--- src/rtl/bdc_cfg.svh ---
// constants for the bus direction and cache policy block
// Functional notes
// drive direction with strobe, hold until done; the block also releases it at next-address
// direction driven for mem, io, special, inta
// float direction on backoff or surrender ack
// direction encodes write versus read cycles
// policy low or writethrough attr: shared state
// writes to shared lines go to bus
// policy high and attr low: exclusive state
// write hit exclusive becomes modified, silent
// modified lines written back on demand
// sample policy at first ready or next-address
// ignore policy on last three burst readies
// policy used only mem read, non-writeback write
// latch policy with attr, apply at completion
`ifndef BDC_CFG_SVH
`define BDC_CFG_SVH
`define BDC_BURST_BEATS 4
`define BDC_DIR_WRITE 1'b1
`define BDC_DIR_READ 1'b0
`endif

--- src/rtl/bdc_pkg.sv ---
// types for the bus direction and cache policy block
package bdc_pkg;
    typedef enum logic [2:0] {
        BDC_CYC_MEM_RD = 3'h0,
        BDC_CYC_MEM_WR = 3'h1,
        BDC_CYC_WRBACK = 3'h2,
        BDC_CYC_IO_RD = 3'h3,
        BDC_CYC_IO_WR = 3'h4,
        BDC_CYC_INTA = 3'h5,
        BDC_CYC_SPECIAL = 3'h6
    } bdc_cyc_t;
    typedef enum logic [1:0] {
        BDC_LINE_INV = 2'h0,
        BDC_LINE_SHR = 2'h1,
        BDC_LINE_EXC = 2'h3,
        BDC_LINE_MOD = 2'h2
    } bdc_line_t;
    typedef enum logic [1:0] {
        BDC_ST_IDLE = 2'h0,
        BDC_ST_ACTIVE = 2'h1,
        BDC_ST_FLOAT = 2'h3
    } bdc_state_t;
endpackage : bdc_pkg

--- src/rtl/bdc_top.sv ---
// write/read qualifier drive and cache policy line-state decision
`timescale 1ns/10ps
`default_nettype none
`include "bdc_cfg.svh"
module bdc_top
    import bdc_pkg::*;
#(
    parameter int BURST_BEATS = `BDC_BURST_BEATS
) (
    // clock and reset
    input wire logic clk_sys,
    input wire logic rst_n,
    // cycle request from the bus unit
    input wire logic cyc_start,
    input wire bdc_cyc_t cyc_type,
    input wire logic cyc_burst,
    input wire logic cyc_cacheable,
    input wire logic cyc_line_hit_shared,
    input wire logic cyc_line_hit_excl,
    input wire logic page_write_through_attr,
    // writeback demand from snoop, flush or instruction
    input wire logic inquire_hit_mod,
    input wire logic internal_snoop_mod,
    input wire logic flush_req,
    input wire logic writeback_invalidate_instr,
    // bus pins from system logic, already synchronous
    input wire logic burst_ready_in_n,
    input wire logic next_address_request_n,
    input wire logic bus_backoff_n,
    input wire logic bus_hold_req,
    input wire logic cache_policy_select,
    // bus pins to system logic
    output logic address_strobe_n,
    output logic write_read_o,
    output logic write_read_oe,
    output logic bus_surrender_ack,
    // cache-line update result
    output logic line_upd_valid,
    output bdc_line_t line_upd_state,
    output logic ext_write_req,
    output logic writeback_req,
    output logic cyc_done
);
    // four-bit beat counter; three ignored beats need four at least
    if (BURST_BEATS < 4 || BURST_BEATS > 8) begin : g_beats_check
        $error("BURST_BEATS must be 4..8");
    end

    logic rst_sync_n;
    bdc_sync u_sync (
        .clk_sys(clk_sys),
        .rst_n(rst_n),
        .rst_sync_n(rst_sync_n)
    );

    bdc_state_t state_ff, nxt_state;
    bdc_cyc_t type_ff, nxt_type;
    logic [3:0] beat_ff, nxt_beat;
    logic burst_ff, nxt_burst;
    logic fill_ff, nxt_fill;
    logic wshr_ff, nxt_wshr;
    logic wexc_ff, nxt_wexc;
    logic pol_ff, nxt_pol;
    logic wt_attr_ff, nxt_wt_attr;
    logic pol_taken_ff, nxt_pol_taken;
    logic strobe_ff, nxt_strobe;
    logic wr_ff, nxt_wr;
    logic oe_ff, nxt_oe;
    logic surr_ff, nxt_surr;
    logic upd_v_ff, nxt_upd_v;
    bdc_line_t upd_s_ff, nxt_upd_s;
    logic extw_ff, nxt_extw;
    logic wb_ff, nxt_wb;
    logic done_ff, nxt_done;

    logic rdy, addr_adv, backoff, last_beat, policy_used, wb_demand;
    bdc_line_t fill_state;

    assign rdy = ~burst_ready_in_n;
    assign addr_adv = ~next_address_request_n;
    assign backoff = ~bus_backoff_n;
    assign last_beat = burst_ff ? (beat_ff == 4'(BURST_BEATS - 1)) : 1'b1;
    // policy matters only for memory reads and plain writes
    assign policy_used = (type_ff == BDC_CYC_MEM_RD) ||
                         (type_ff == BDC_CYC_MEM_WR);
    assign wb_demand = inquire_hit_mod | internal_snoop_mod |
                       flush_req | writeback_invalidate_instr;
    // exclusive only with writeback policy and no writethrough attr
    assign fill_state = (pol_ff && !wt_attr_ff) ? BDC_LINE_EXC
                                            : BDC_LINE_SHR;

    // next-state for the bus cycle and pin drive
    always_comb begin
        nxt_state = state_ff;
        nxt_type = type_ff;
        nxt_beat = beat_ff;
        nxt_burst = burst_ff;
        nxt_fill = fill_ff;
        nxt_wshr = wshr_ff;
        nxt_wexc = wexc_ff;
        nxt_pol = pol_ff;
        nxt_wt_attr = wt_attr_ff;
        nxt_pol_taken = pol_taken_ff;
        nxt_strobe = 1'b1;
        nxt_wr = wr_ff;
        nxt_oe = oe_ff;
        nxt_surr = surr_ff;
        nxt_upd_v = 1'b0;
        nxt_upd_s = upd_s_ff;
        nxt_extw = 1'b0;
        nxt_wb = wb_demand;
        nxt_done = 1'b0;
        case (state_ff)
            BDC_ST_IDLE: begin
                if (backoff) begin
                    nxt_oe = 1'b0;
                end else if (bus_hold_req) begin
                    nxt_surr = 1'b1;
                    nxt_oe = 1'b0;
                    nxt_state = BDC_ST_FLOAT;
                end else if (cyc_start) begin
                    nxt_state = BDC_ST_ACTIVE;
                    nxt_type = cyc_type;
                    nxt_beat = 4'h0;
                    nxt_burst = cyc_burst && (cyc_type == BDC_CYC_MEM_RD);
                    nxt_fill = cyc_cacheable && (cyc_type == BDC_CYC_MEM_RD);
                    nxt_wshr = cyc_line_hit_shared &&
                               (cyc_type == BDC_CYC_MEM_WR);
                    nxt_wexc = cyc_line_hit_excl &&
                               (cyc_type == BDC_CYC_MEM_WR);
                    nxt_wt_attr = page_write_through_attr;
                    nxt_pol_taken = 1'b0;
                    nxt_strobe = 1'b0;
                    nxt_oe = 1'b1;
                    // writes, io writes, special cycles drive high
                    nxt_wr = (cyc_type == BDC_CYC_MEM_WR ||
                              cyc_type == BDC_CYC_WRBACK ||
                              cyc_type == BDC_CYC_IO_WR ||
                              cyc_type == BDC_CYC_SPECIAL)
                             ? `BDC_DIR_WRITE : `BDC_DIR_READ;
                end else if (cyc_line_hit_excl &&
                             cyc_type == BDC_CYC_MEM_WR) begin
                    // silent upgrade, nothing goes to the bus
                    nxt_upd_v = 1'b1;
                    nxt_upd_s = BDC_LINE_MOD;
                end
            end
            BDC_ST_ACTIVE: begin
                if (backoff) begin
                    nxt_oe = 1'b0;
                    nxt_state = BDC_ST_IDLE;
                end else if (rdy || addr_adv) begin
                    // first ready or next-address only; later beats ignored
                    if (!pol_taken_ff && policy_used) begin
                        nxt_pol = cache_policy_select;
                        nxt_pol_taken = 1'b1;
                    end
                    if (rdy) begin
                        nxt_beat = beat_ff + 4'h1;
                    end
                    // qualifier held until next-address or final ready
                    if (addr_adv || (rdy && last_beat)) begin
                        nxt_oe = 1'b0;
                    end
                    if (rdy && last_beat) begin
                        nxt_state = BDC_ST_IDLE;
                        nxt_done = 1'b1;
                        nxt_extw = wshr_ff;
                        if (fill_ff || wshr_ff) begin
                            nxt_upd_v = 1'b1;
                            nxt_upd_s = (pol_taken_ff || !policy_used)
                                ? fill_state
                                : ((cache_policy_select && !wt_attr_ff)
                                   ? BDC_LINE_EXC : BDC_LINE_SHR);
                        end else if (wexc_ff) begin
                            nxt_upd_v = 1'b1;
                            nxt_upd_s = BDC_LINE_MOD;
                        end
                    end
                end
            end
            BDC_ST_FLOAT: begin
                nxt_oe = 1'b0;
                if (!bus_hold_req) begin
                    nxt_surr = 1'b0;
                    nxt_state = BDC_ST_IDLE;
                end
            end
            default: begin
                nxt_state = BDC_ST_IDLE;
            end
        endcase
    end

    // register stage; outputs come straight from these
    always_ff @(posedge clk_sys or negedge rst_sync_n) begin
        if (!rst_sync_n) begin
            state_ff <= BDC_ST_IDLE;
            type_ff <= BDC_CYC_MEM_RD;
            beat_ff <= 4'h0;
            burst_ff <= 1'b0;
            fill_ff <= 1'b0;
            wshr_ff <= 1'b0;
            wexc_ff <= 1'b0;
            pol_ff <= 1'b0;
            wt_attr_ff <= 1'b0;
            pol_taken_ff <= 1'b0;
            strobe_ff <= 1'b1;
            wr_ff <= 1'b0;
            oe_ff <= 1'b0;
            surr_ff <= 1'b0;
            upd_v_ff <= 1'b0;
            upd_s_ff <= BDC_LINE_INV;
            extw_ff <= 1'b0;
            wb_ff <= 1'b0;
            done_ff <= 1'b0;
        end else begin
            state_ff <= nxt_state;
            type_ff <= nxt_type;
            beat_ff <= nxt_beat;
            burst_ff <= nxt_burst;
            fill_ff <= nxt_fill;
            wshr_ff <= nxt_wshr;
            wexc_ff <= nxt_wexc;
            pol_ff <= nxt_pol;
            wt_attr_ff <= nxt_wt_attr;
            pol_taken_ff <= nxt_pol_taken;
            strobe_ff <= nxt_strobe;
            wr_ff <= nxt_wr;
            oe_ff <= nxt_oe;
            surr_ff <= nxt_surr;
            upd_v_ff <= nxt_upd_v;
            upd_s_ff <= nxt_upd_s;
            extw_ff <= nxt_extw;
            wb_ff <= nxt_wb;
            done_ff <= nxt_done;
        end
    end

    assign address_strobe_n = strobe_ff;
    assign write_read_o = wr_ff;
    assign write_read_oe = oe_ff;
    assign bus_surrender_ack = surr_ff;
    assign line_upd_valid = upd_v_ff;
    assign line_upd_state = upd_s_ff;
    assign ext_write_req = extw_ff;
    assign writeback_req = wb_ff;
    assign cyc_done = done_ff;
endmodule : bdc_top
`default_nettype wire

--- src/rtl/bdc_sync.sv ---
// two-stage synchroniser for the reset release
`timescale 1ns/10ps
`default_nettype none
module bdc_sync (
    // clock and raw asynchronous reset
    input wire logic clk_sys,
    input wire logic rst_n,
    // synchronised reset
    output logic rst_sync_n
);
    logic meta_ff;
    logic hold_ff;

    // first stage feeds only the second
    always_ff @(posedge clk_sys or negedge rst_n) begin
        if (!rst_n) begin
            meta_ff <= 1'b0;
            hold_ff <= 1'b0;
        end else begin
            meta_ff <= 1'b1;
            hold_ff <= meta_ff;
        end
    end
    assign rst_sync_n = hold_ff;
endmodule : bdc_sync
`default_nettype wire

--- config.mk ---
export PLATFORM = sky130hd
export DESIGN_NAME = bdc_top
export DESIGN_NICKNAME = d
export VERILOG_FILES = /design/src/rtl/bdc_pkg.sv /design/src/rtl/bdc_top.sv /design/src/rtl/bdc_sync.sv
export VERILOG_INCLUDE_DIRS = /design/src /design/src/rtl
export SDC_FILE = /design/constraint.sdc
export NUM_CORES = 1
export LEC_CHECK = 0
export BUFFER_PORTS_ARGS = -buffer_cell sky130_fd_sc_hd__buf_4
export CORE_MARGIN = 3
export CORE_UTILIZATION = 45
export DETAILED_ROUTE_END_ITERATION = 10
export PLACE_DENSITY = 0.72
export SYNTH_ARGS = -nofsm -noshare
export SYNTH_HDL_FRONTEND = slang
export SYNTH_SLANG_ARGS = --single-unit
--- constraint.sdc ---
create_clock -name clk_sys -period 0.8 [get_ports clk_sys]
set_input_delay 0.16 -clock clk_sys [delete_from_list [all_inputs] [get_ports clk_sys]]
set_output_delay 0.16 -clock clk_sys [all_outputs]
set_load 0.05 [all_outputs]
======== Word level (Yosys, flattened, before mapping) ========
Cells that the tools add are included.
W data, S select, Z words.
cells by class
  add/subtract/negate cells ............... 1
  muxes and demuxes ....................... 70
  equal/unequal tests ..................... 26
  reductions and logical operators ........ 33
  bitwise logic cells ..................... 6
operators by type and width
  kind                   number
  $mux W1                38
  $mux W2                19
  $mux W4                6
  $ne A2 B2 Y1 const B   12
  $reduce_and A4 Y1      4
  $ne A3 B3 Y1 const B   5
  $reduce_and A7 Y1      2
  $reduce_and A9 Y1      1
  $logic_and A1 B1 Y1    8
  $logic_or A1 B1 Y1     8
  $pmux W4 S2            1
  $eq A3 B1 Y1 const B   2
  $eq A3 B3 Y1 const B   2
  $logic_not A3 Y1       2
  $pmux W1 S2            3
  $pmux W2 S3            1
  $reduce_and A5 Y1      1
  $add A4 B1 Y4 const B  1
  $eq A4 B2 Y1 const B   1
  $ne A4 B4 Y1 const B   1
  $pmux W2 S2            1
  $reduce_bool A2 Y1     2
  $eq A3 B2 Y1 const B   1
  $logic_not A1 Y1       3
  other kinds (7)        11
word-level totals
  input bits .............................. 20
  logic and storage cells ................. 157
  register bits ........................... 28

======== Logic depth before layout (Yosys ltp) ========
Gate-level depths: netlist (run 1).
  depth after elaboration ................. 10
  depth in mapped cells ................... 6
  gate-level depth less buffers ........... 5

======== Cells and area by module ========
From an unflattened synthesis (run 1), not the netlist that was laid out.
unflattened totals
  cells, all modules ...................... 114
  area total of the unflattened synthesis .. 1229.9 sq um
modules (own cells, without submodules)
  module    area an instance (sq um)  cells an instance  times used
  bdc_top   1176.1                    111                1
  bdc_sync  53.8                      3                  1

======== Worst setup path after synthesis (run 1) ========
No wires, ideal clock.
  path kind ............................... register -> register
  from .................................... register beat_ff[0]
  to ...................................... register upd_s_ff[1] (netlist: line_upd_state[1])
  cell stages (with the launch flop) ...... 6
  data required time ...................... 679 ps
  setup slack ............................. -915 ps
  path buffers ............................ 0
  arrival time ............................ 1594 ps
  clock period less this slack ............ 1715 ps
  cells stage by stage .................... dfrtp_1 > ha_1 > or3b_4 > a21oi_2 > or3b_1 > o22a_1
on the way
  cells in the longest elaborated chain, start to end .. 5
ends and longest elaborated chain
  what                                line            text
  start: declaration                  bdc_top.sv:58   logic [3:0] beat_ff, nxt_beat;
  start signal: assignment            bdc_top.sv:220  beat_ff <= nxt_beat;
  $eq A4 B2 Y1                        bdc_top.sv:82   assign last_beat = burst_ff ? (beat_ff == 4'(BURST_BEATS - 1)) : 1'b1;
  $mux W1                             bdc_top.sv:82
  $logic_and A1 B1 Y1                 bdc_top.sv:165  if (rdy && last_beat) begin
  $ne A2 B2 Y1 (no source line)       n/a
  $reduce_and A9 Y1 (no source line)  n/a
  end signal: assignment              bdc_top.sv:233  upd_s_ff <= nxt_upd_s;
  end: declaration                    bdc_top.sv:71   bdc_line_t upd_s_ff, nxt_upd_s;
No other way between the ends.
A chain may end at the register's enable or synchronous reset.

======== Worst setup path in the final report (run 1) ========
  from .................................... register beat_ff[0]
  to ...................................... register upd_s_ff[0] (netlist: line_upd_state[0])
The elaborated chain is that of the path after synthesis.

==> qor.yml, run 1 <==
status:
  status: "finished, violations left"
  violations: "negative setup slack"
yosys:
  syn-instance-count: 111
  ys_ff_latch: 27
  ys_seq_area_share_pct: 57.1
  synth_fp_nets: 132
  yosysWarnings: 0
  synth_top_area_share_pct: 54.9
  syn_area_per_cell_um2: 10.7
  syn_area_um2: 1180
  yosysTopAreaCell: "dfrtp_1"
  synth_cell_type_count: 42
  synthTopCellsByArea: "dfrtp_1 (55%), nand2_1 (6.3%), o21ai_0 (5.1%)"
clock_network:
  numCtsBuffers: 3
  root_buffer: "clkbuf_4"
  numClockSinks: 27
  cts_tree: "built"
  cts_max_path_buffers: 2
  clkLatencyLatePin_ns: 0.33
  htree_levels: 1
  path_clk_slew_ns: 0.14
global_routing:
  antenna_found_initial: 0
  grt_pass1_vias: 1162
  grt_start_max_net_pins: 26
  grtUsageTotal_pct: 19.6
  grt_pass1_wl_um: 5040
  grt_overflow: 0
flow_run:
  maxCapViolations: 0
timing:
  final-hold-violation-count: 0
  min_period_ns: 1.78
  setup_violations: 34
  report.final.slew_viol_count: 0
  fin_worst_skew_ns: 0.00329
  finalCritPeriodShare_pct: 223
  rsz0062_at_grt: "true"
  fin_ws_ns: -0.985
  timing.fmax_mhz: 560
  tns_ns: -17.73
finish:
  area_delta_synth_final_pct: 74.0
  fin_area_um2: 2060
  final_common_cell: "buf_4"
  final_core_util_pct: 87.3
  antennaDiodeCount: 0
  num-nets-final: 210
  layout_common_cells: "buf_4 (50), dfrtp_1 (24), buf_6 (22)"
  drive_gt1_share_pct: 61.7
die:
  dieArea_um2: 3290
  die-height_um: 57.3
  dieWidth_um: 57.3
  core_um2: 2360
  std_cell_rows: 17
  ios: 30
  start_util_pct: 50.2
worst_setup_path:
  criticalPathCategory: "reg2reg"
  cp_max_fo: 3
  arrival_ns: 2.05
  critPathRequiredTime_ns: 1.06
  critPathLaunchType: "flop"
  crit_path_end_kind: "flop"
placed_design:
  place_ws_ns: -0.944
  place_congestion: 0.830
  dpl_cell_area_um2: 1700
  port_buffers: 29
  place_hpwl_um: 2130
pwr:
  power_leakage_uw: 0.000966
  total_power_uw: 3850
  irDropWorstVdd_mv: 1.48
  power.density_nw_per_um2: 1870
detailed_routing:
  postRouteAntennaNets: 0
  drt_iter0_drc: 39
  routed_wl_um: 3670
  wire_per_inst_um: 17.0
  drc: 0
  vias_per_cell: 5.52
  routed-via-count: 1192
  drtPass1Iterations: 4
hold_path:
  hold_path.class: "in2reg"
==> report_power, final <==
group | switching [µW] | internal, µW | leakage (µW)
Combinational | 701 | 781 | 0.000615
Clock | 410 | 196 | 0.0000150
Sequential | 181 | 1580 | 0.000336
Total | 1290 | 2550 | 0.000966
==> per-stage QoR <==
stage / hold slack (ns) / cells
2_1_floorplan: -0.136 / 111
3_3_place_gp: -0.0583 / 195
3_5_place_dp: -0.0567 / 195
4_1_cts: 0.00425 / 208
5_1_grt: -0.00605 / 216
6_report: 0.00617 / 216
==> critical path, stage by stage (launching register included) <==
cell     delay [ns]
dfrtp_1        0.39
ha_2           0.18
or3b_4         0.40
a21oi_2        0.15
or3b_4         0.39
buf_4          0.15
o21ai_2        0.06
==> timing repair <==
action                     in CTS  in global routing
hold endpoints to repair        2                  0
setup buffers                  10                 10
hold buffers                    1                  0
pin swaps                       9                 11
setup endpoints to repair      34                 34
gates resized for setup        42                 18
==> kinds of logic (layout without fill, tap and decap cells) <==
kind of cell / count (synthesis) / after routing / share of synthesized area (%)
simple gates: 42 / 42 / 18.8
fa+ha+maj: 1 / 1 / 1.06
buf+inv: 4 / 81 / 1.37
xor+xnor: 1 / 1 / 0.739
other cells: 1 / 1 / 0.316
compound gates: 30 / 30 / 15.9
flops: 27 / 27 / 57.1
mux: 5 / 5 / 4.65
==> metal layers <==
layer	vias to the layer above	global-route usage, %	share of wire, %
li1	544	-	-
met1	573	24.2	40
met2	59	33.8	50
met3	16	2.94	6.9
met4	0	8.61	2.9
met5	-	0	0
==> final timing paths <==
kind                                            startpoint           endpoint  slack [ns]  cells after the start
worst max-delay path                            beat_ff[0]  line_upd_state[0]       -0.98                      6
worst min-delay path            writeback_invalidate_instr      writeback_req       0.006                      2
worst max register to register                  beat_ff[0]  line_upd_state[0]       -0.98                      6
worst min register to register           u_sync.rst_sync_n     line_upd_valid        0.21                      1
max in group asynchronous                u_sync.rst_sync_n   address_strobe_n        0.36                      1
min in group asynchronous                            rst_n  u_sync.rst_sync_n        0.13                      2
==> cell type report <==
class | count | area, µm²
Tap cell | 28 | 35.0
Clock buffer | 4 | 26.3
Inverter | 2 | 10.0
Timing Repair Buffer | 75 | 668
Multi-Input combinational cell | 80 | 643
Fill cell | 113 | 299
Sequential cell | 27 | 679
==> Yosys cell counts <==
library cell	instances
nor2b_1	2
or3_1	1
inv_1	2
and3b_1	1
dfrtp_1	26
mux2i_1	1
xor2_1	1
conb_1	1
nor3b_2	1
buf_2	1
o21a_1	1
o21ai_0	12
a21oi_2	2
a41oi_1	1
mux2_2	4
nor3b_1	1
o211ai_1	1
ha_1	1
and2b_1	1
or3b_4	1
or3b_1	1
a21o_1	1
o22ai_1	1
and3_2	1
o22a_1	1
or4_1	1
o21ai_1	1
clkbuf_1	1
nand2_1	20
nor3_1	4
nand3_1	2
a211oi_1	1
a211o_1	1
and2_1	1
dfstp_2	1
a22o_1	1
nor2_1	2
nand2b_1	1
and2_2	1
a21oi_1	4
o31ai_1	1
a21boi_1	1
==> registers in the layout, indices dropped and copies added (netlist names), 2 cells and up <==
signal and cells:
state_ff 2, beat_ff 4, line_upd_state 2, type_ff 2
(Power assumes the default switching activity.)
==> inputs of run 2 (changes only) <==
--- a/config.mk
+++ b/config.mk
@@ -8,9 +8,9 @@
 export LEC_CHECK = 0
 export BUFFER_PORTS_ARGS = -buffer_cell sky130_fd_sc_hd__buf_4
 export CORE_MARGIN = 3
-export CORE_UTILIZATION = 45
+export CORE_UTILIZATION = 46
 export DETAILED_ROUTE_END_ITERATION = 10
-export PLACE_DENSITY = 0.72
+export PLACE_DENSITY = 0.73
 export SYNTH_ARGS = -nofsm -noshare
 export SYNTH_HDL_FRONTEND = slang
 export SYNTH_SLANG_ARGS = --single-unit
==> run 2 against run 1 <==
The flow still finishes with violations (negative setup slack). Largest power group unchanged. Clock skew is 0.0023 ns higher. Die area fell by 2.0%. Highest routed layer unchanged. Final cell count increased by 2.8%. Register-to-register slack about the same. Via count rose by 6.9%. Largest cell class is now non-clock buffers. Core utilization up 4.5 points.
==> qor.yml, run 2 (same netlist as run 1, synthesis figures left out) <==
die:
  dieArea_um2: 3220  # -2.0%
  die-height_um: 56.8  # -0.99%
  dieWidth_um: 56.8  # -0.99%
  std_cell_rows: 17  # unchanged
  ios: 30  # unchanged
  core_um2: 2320  # -1.8%
  start_util_pct: 51.1  # +0.92 points
clock_network:
  htree_levels: 1  # unchanged
  clkLatencyLatePin_ns: 0.33  # about the same
  path_clk_slew_ns: 0.15  # about the same
  cts_max_path_buffers: 2  # unchanged
  numCtsBuffers: 3  # unchanged
  numClockSinks: 27  # unchanged
  root_buffer: "clkbuf_4"
  cts_tree: "built"
pwr:
  swShare_pct: 34.5  # +0.89 points
  power.density_nw_per_um2: 1880  # +0.70%
  p_clk_share_pct: 15.6  # about the same
  p_int_uw: 2620  # +2.5%
  power_leakage_uw: 0.000996  # +3.1%
  irDropWorstVdd_mv: 1.85  # +26%
  total_power_uw: 4000  # +3.9%
  comb_power_share_pct: 40.1  # +1.6 points
  net-switching-power_uw: 1380  # +6.7%
  power_frac_seq_pct: 44.3  # -1.4 points
detailed_routing:
  wire_per_inst_um: 20.3  # +20%
  routed-via-count: 1274  # +6.9%
  routed_wl_um: 4520  # +23%
  drt_iter0_drc: 73  # +87%
  drtPass1Iterations: 5  # +1
  postRouteAntennaNets: 0  # unchanged
  drc: 0  # unchanged
  vias_per_cell: 5.74  # +4.0%
global_routing:
  antenna_found_initial: 0  # unchanged
  grt_use_met3_pct: 3.22  # +0.28 points
  grt_start_max_net_pins: 15  # -42%
  grtUsageTotal_pct: 23.9  # +4.3 points
  grt_pass1_vias: 1368  # +18%
  busiest_layer: "met2"
  met1_usage_pct: 25.0  # +0.79 points
  grt_pass1_wl_um: 5920  # +18%
  grt_overflow: 0  # unchanged
  met2_usage_pct: 45.4  # +12 points
status:
  violations: "negative setup slack"
  status: "finished, violations left"
worst_setup_path:
  critPathRequiredTime_ns: 1.03  # -0.03 ns
  setup.worst_path.start: "beat_ff[1]"
  arrival_ns: 2.00  # -0.05 ns
  cp_max_fo: 2  # -1
  critPathLaunchType: "flop"
  crit_path_end_kind: "flop"
  timing.rr.start: "beat_ff[1]"
  criticalPathCategory: "reg2reg"
placed_design:
  placed_cells: 197  # +1.0%
  port_buffers: 29  # unchanged
  place_congestion: 0.840  # +1.2%
  place_hpwl_um: 2140  # about the same
finish:
  final_cells: 222  # +2.8%
  largest_reg_flops: 4  # unchanged
  top_register: "beat_ff"
  num-nets-final: 216  # +2.9%
  layout_common_cells: "buf_4 (53), buf_6 (25), dfrtp_1 (24)"
  antennaDiodeCount: 0  # unchanged
  fill_cells: 81  # -28%
  area_delta_synth_final_pct: 79.6
  final_common_cell: "buf_4"
  drive_gt1_share_pct: 61.3  # -0.36 points
flow_run:
  maxCapViolations: 0  # unchanged
timing:
  finalCritPeriodShare_pct: 221  # -1.8 points
  fin_ws_ns: -0.970  # +0.0144 ns
  slew_headroom_pct: 66.1
  worstMarginPinSlew_ns: 0.505
  final-hold-violation-count: 0  # unchanged
  min_period_ns: 1.77  # -0.0144 ns
  rsz0062_at_grt: "true"
  report.final.slew_viol_count: 0  # unchanged
  hold_ws_ns: 0.0103  # +0.00409 ns
  setup_violations: 34  # unchanged
  timing.fmax_mhz: 565  # +0.81%
  fin_worst_skew_ns: 0.00562  # +0.00233 ns
hold_path:
  hp-start: "writeback_invalidate_instr"
  hold_path.class: "in2reg"
-- run 2: worst max-delay path, stage by stage, from the launching register on --
cell and delay [ns]:
dfrtp_1 0.39, ha_2 0.17, or3b_4 0.40, buf_6 0.14, buf_6 0.11, a211oi_4 0.24
a21oi_2 0.06, a21o_1 0.17
-- run 2: timing repair --
action	CTS	global route
hold buffers	1	0
endpoints found under the hold margin	2	0
resized for setup	43	23
setup endpoints to repair	34	34
pin swaps	11	8
buffers inserted	16	12
-- run 2: area by class of cell --
class	instances	area, µm²	area share (%)
Clock buffer	4	26.3	1.23
Inverter	2	10.0	0.470
Multi-Input combinational cell	80	658	30.9
Sequential cell	27	679	31.9
Tap cell	28	35.0	1.65
Timing Repair Buffer	81	719	33.8
-- run 2: final timing paths --
path	endpoint	slack, ns	cells past startpoint
worst min register to register	wshr_ff	0.22	1
min in group asynchronous	u_sync.rst_sync_n	0.14	2
worst min-delay path	writeback_req	0.01	2
worst max-delay path	state_ff[0]	-0.97	7
max in group asynchronous	address_strobe_n	0.35	1
worst max register to register	state_ff[0]	-0.97	7
-- run 2: power by group through the flow --
| stage | Combinational (µW) | Sequential, µW | Clock [µW] |
|---|---|---|---|
| CTS | 1360 | 1730 | 601 |
| global placement | 1040 | 1730 | 0 |
| detailed placement | 1060 | 1740 | 0 |
| floorplan | 461 | 1890 | 0 |
| global route | 1700 | 1800 | 673 |
| finish | 1600 | 1770 | 623 |
-- run 2: per-layer routing --
| layer | share of wire (%) | wire length, µm |
|---|---|---|
| met5 | 0 | 0 |
| met4 | 4.2 | 190 |
| met3 | 6.7 | 301 |
| met2 | 53 | 2400 |
| met1 | 36 | 1630 |
-- run 2: through the flow --
stage	cell area [µm²]	setup slack (ns)	utilization, %	setup TNS [ns]
CTS	1990	-0.936	86.0	-16.17
global route	2130	-1.06	91.8	-20.11
global placement	1700	-0.871	73.2	-12.19
floorplan	1240	-0.892	-	-11.27
finish	2130	-0.970	91.8	-18.30
detailed placement	1700	-0.939	73.2	-12.65
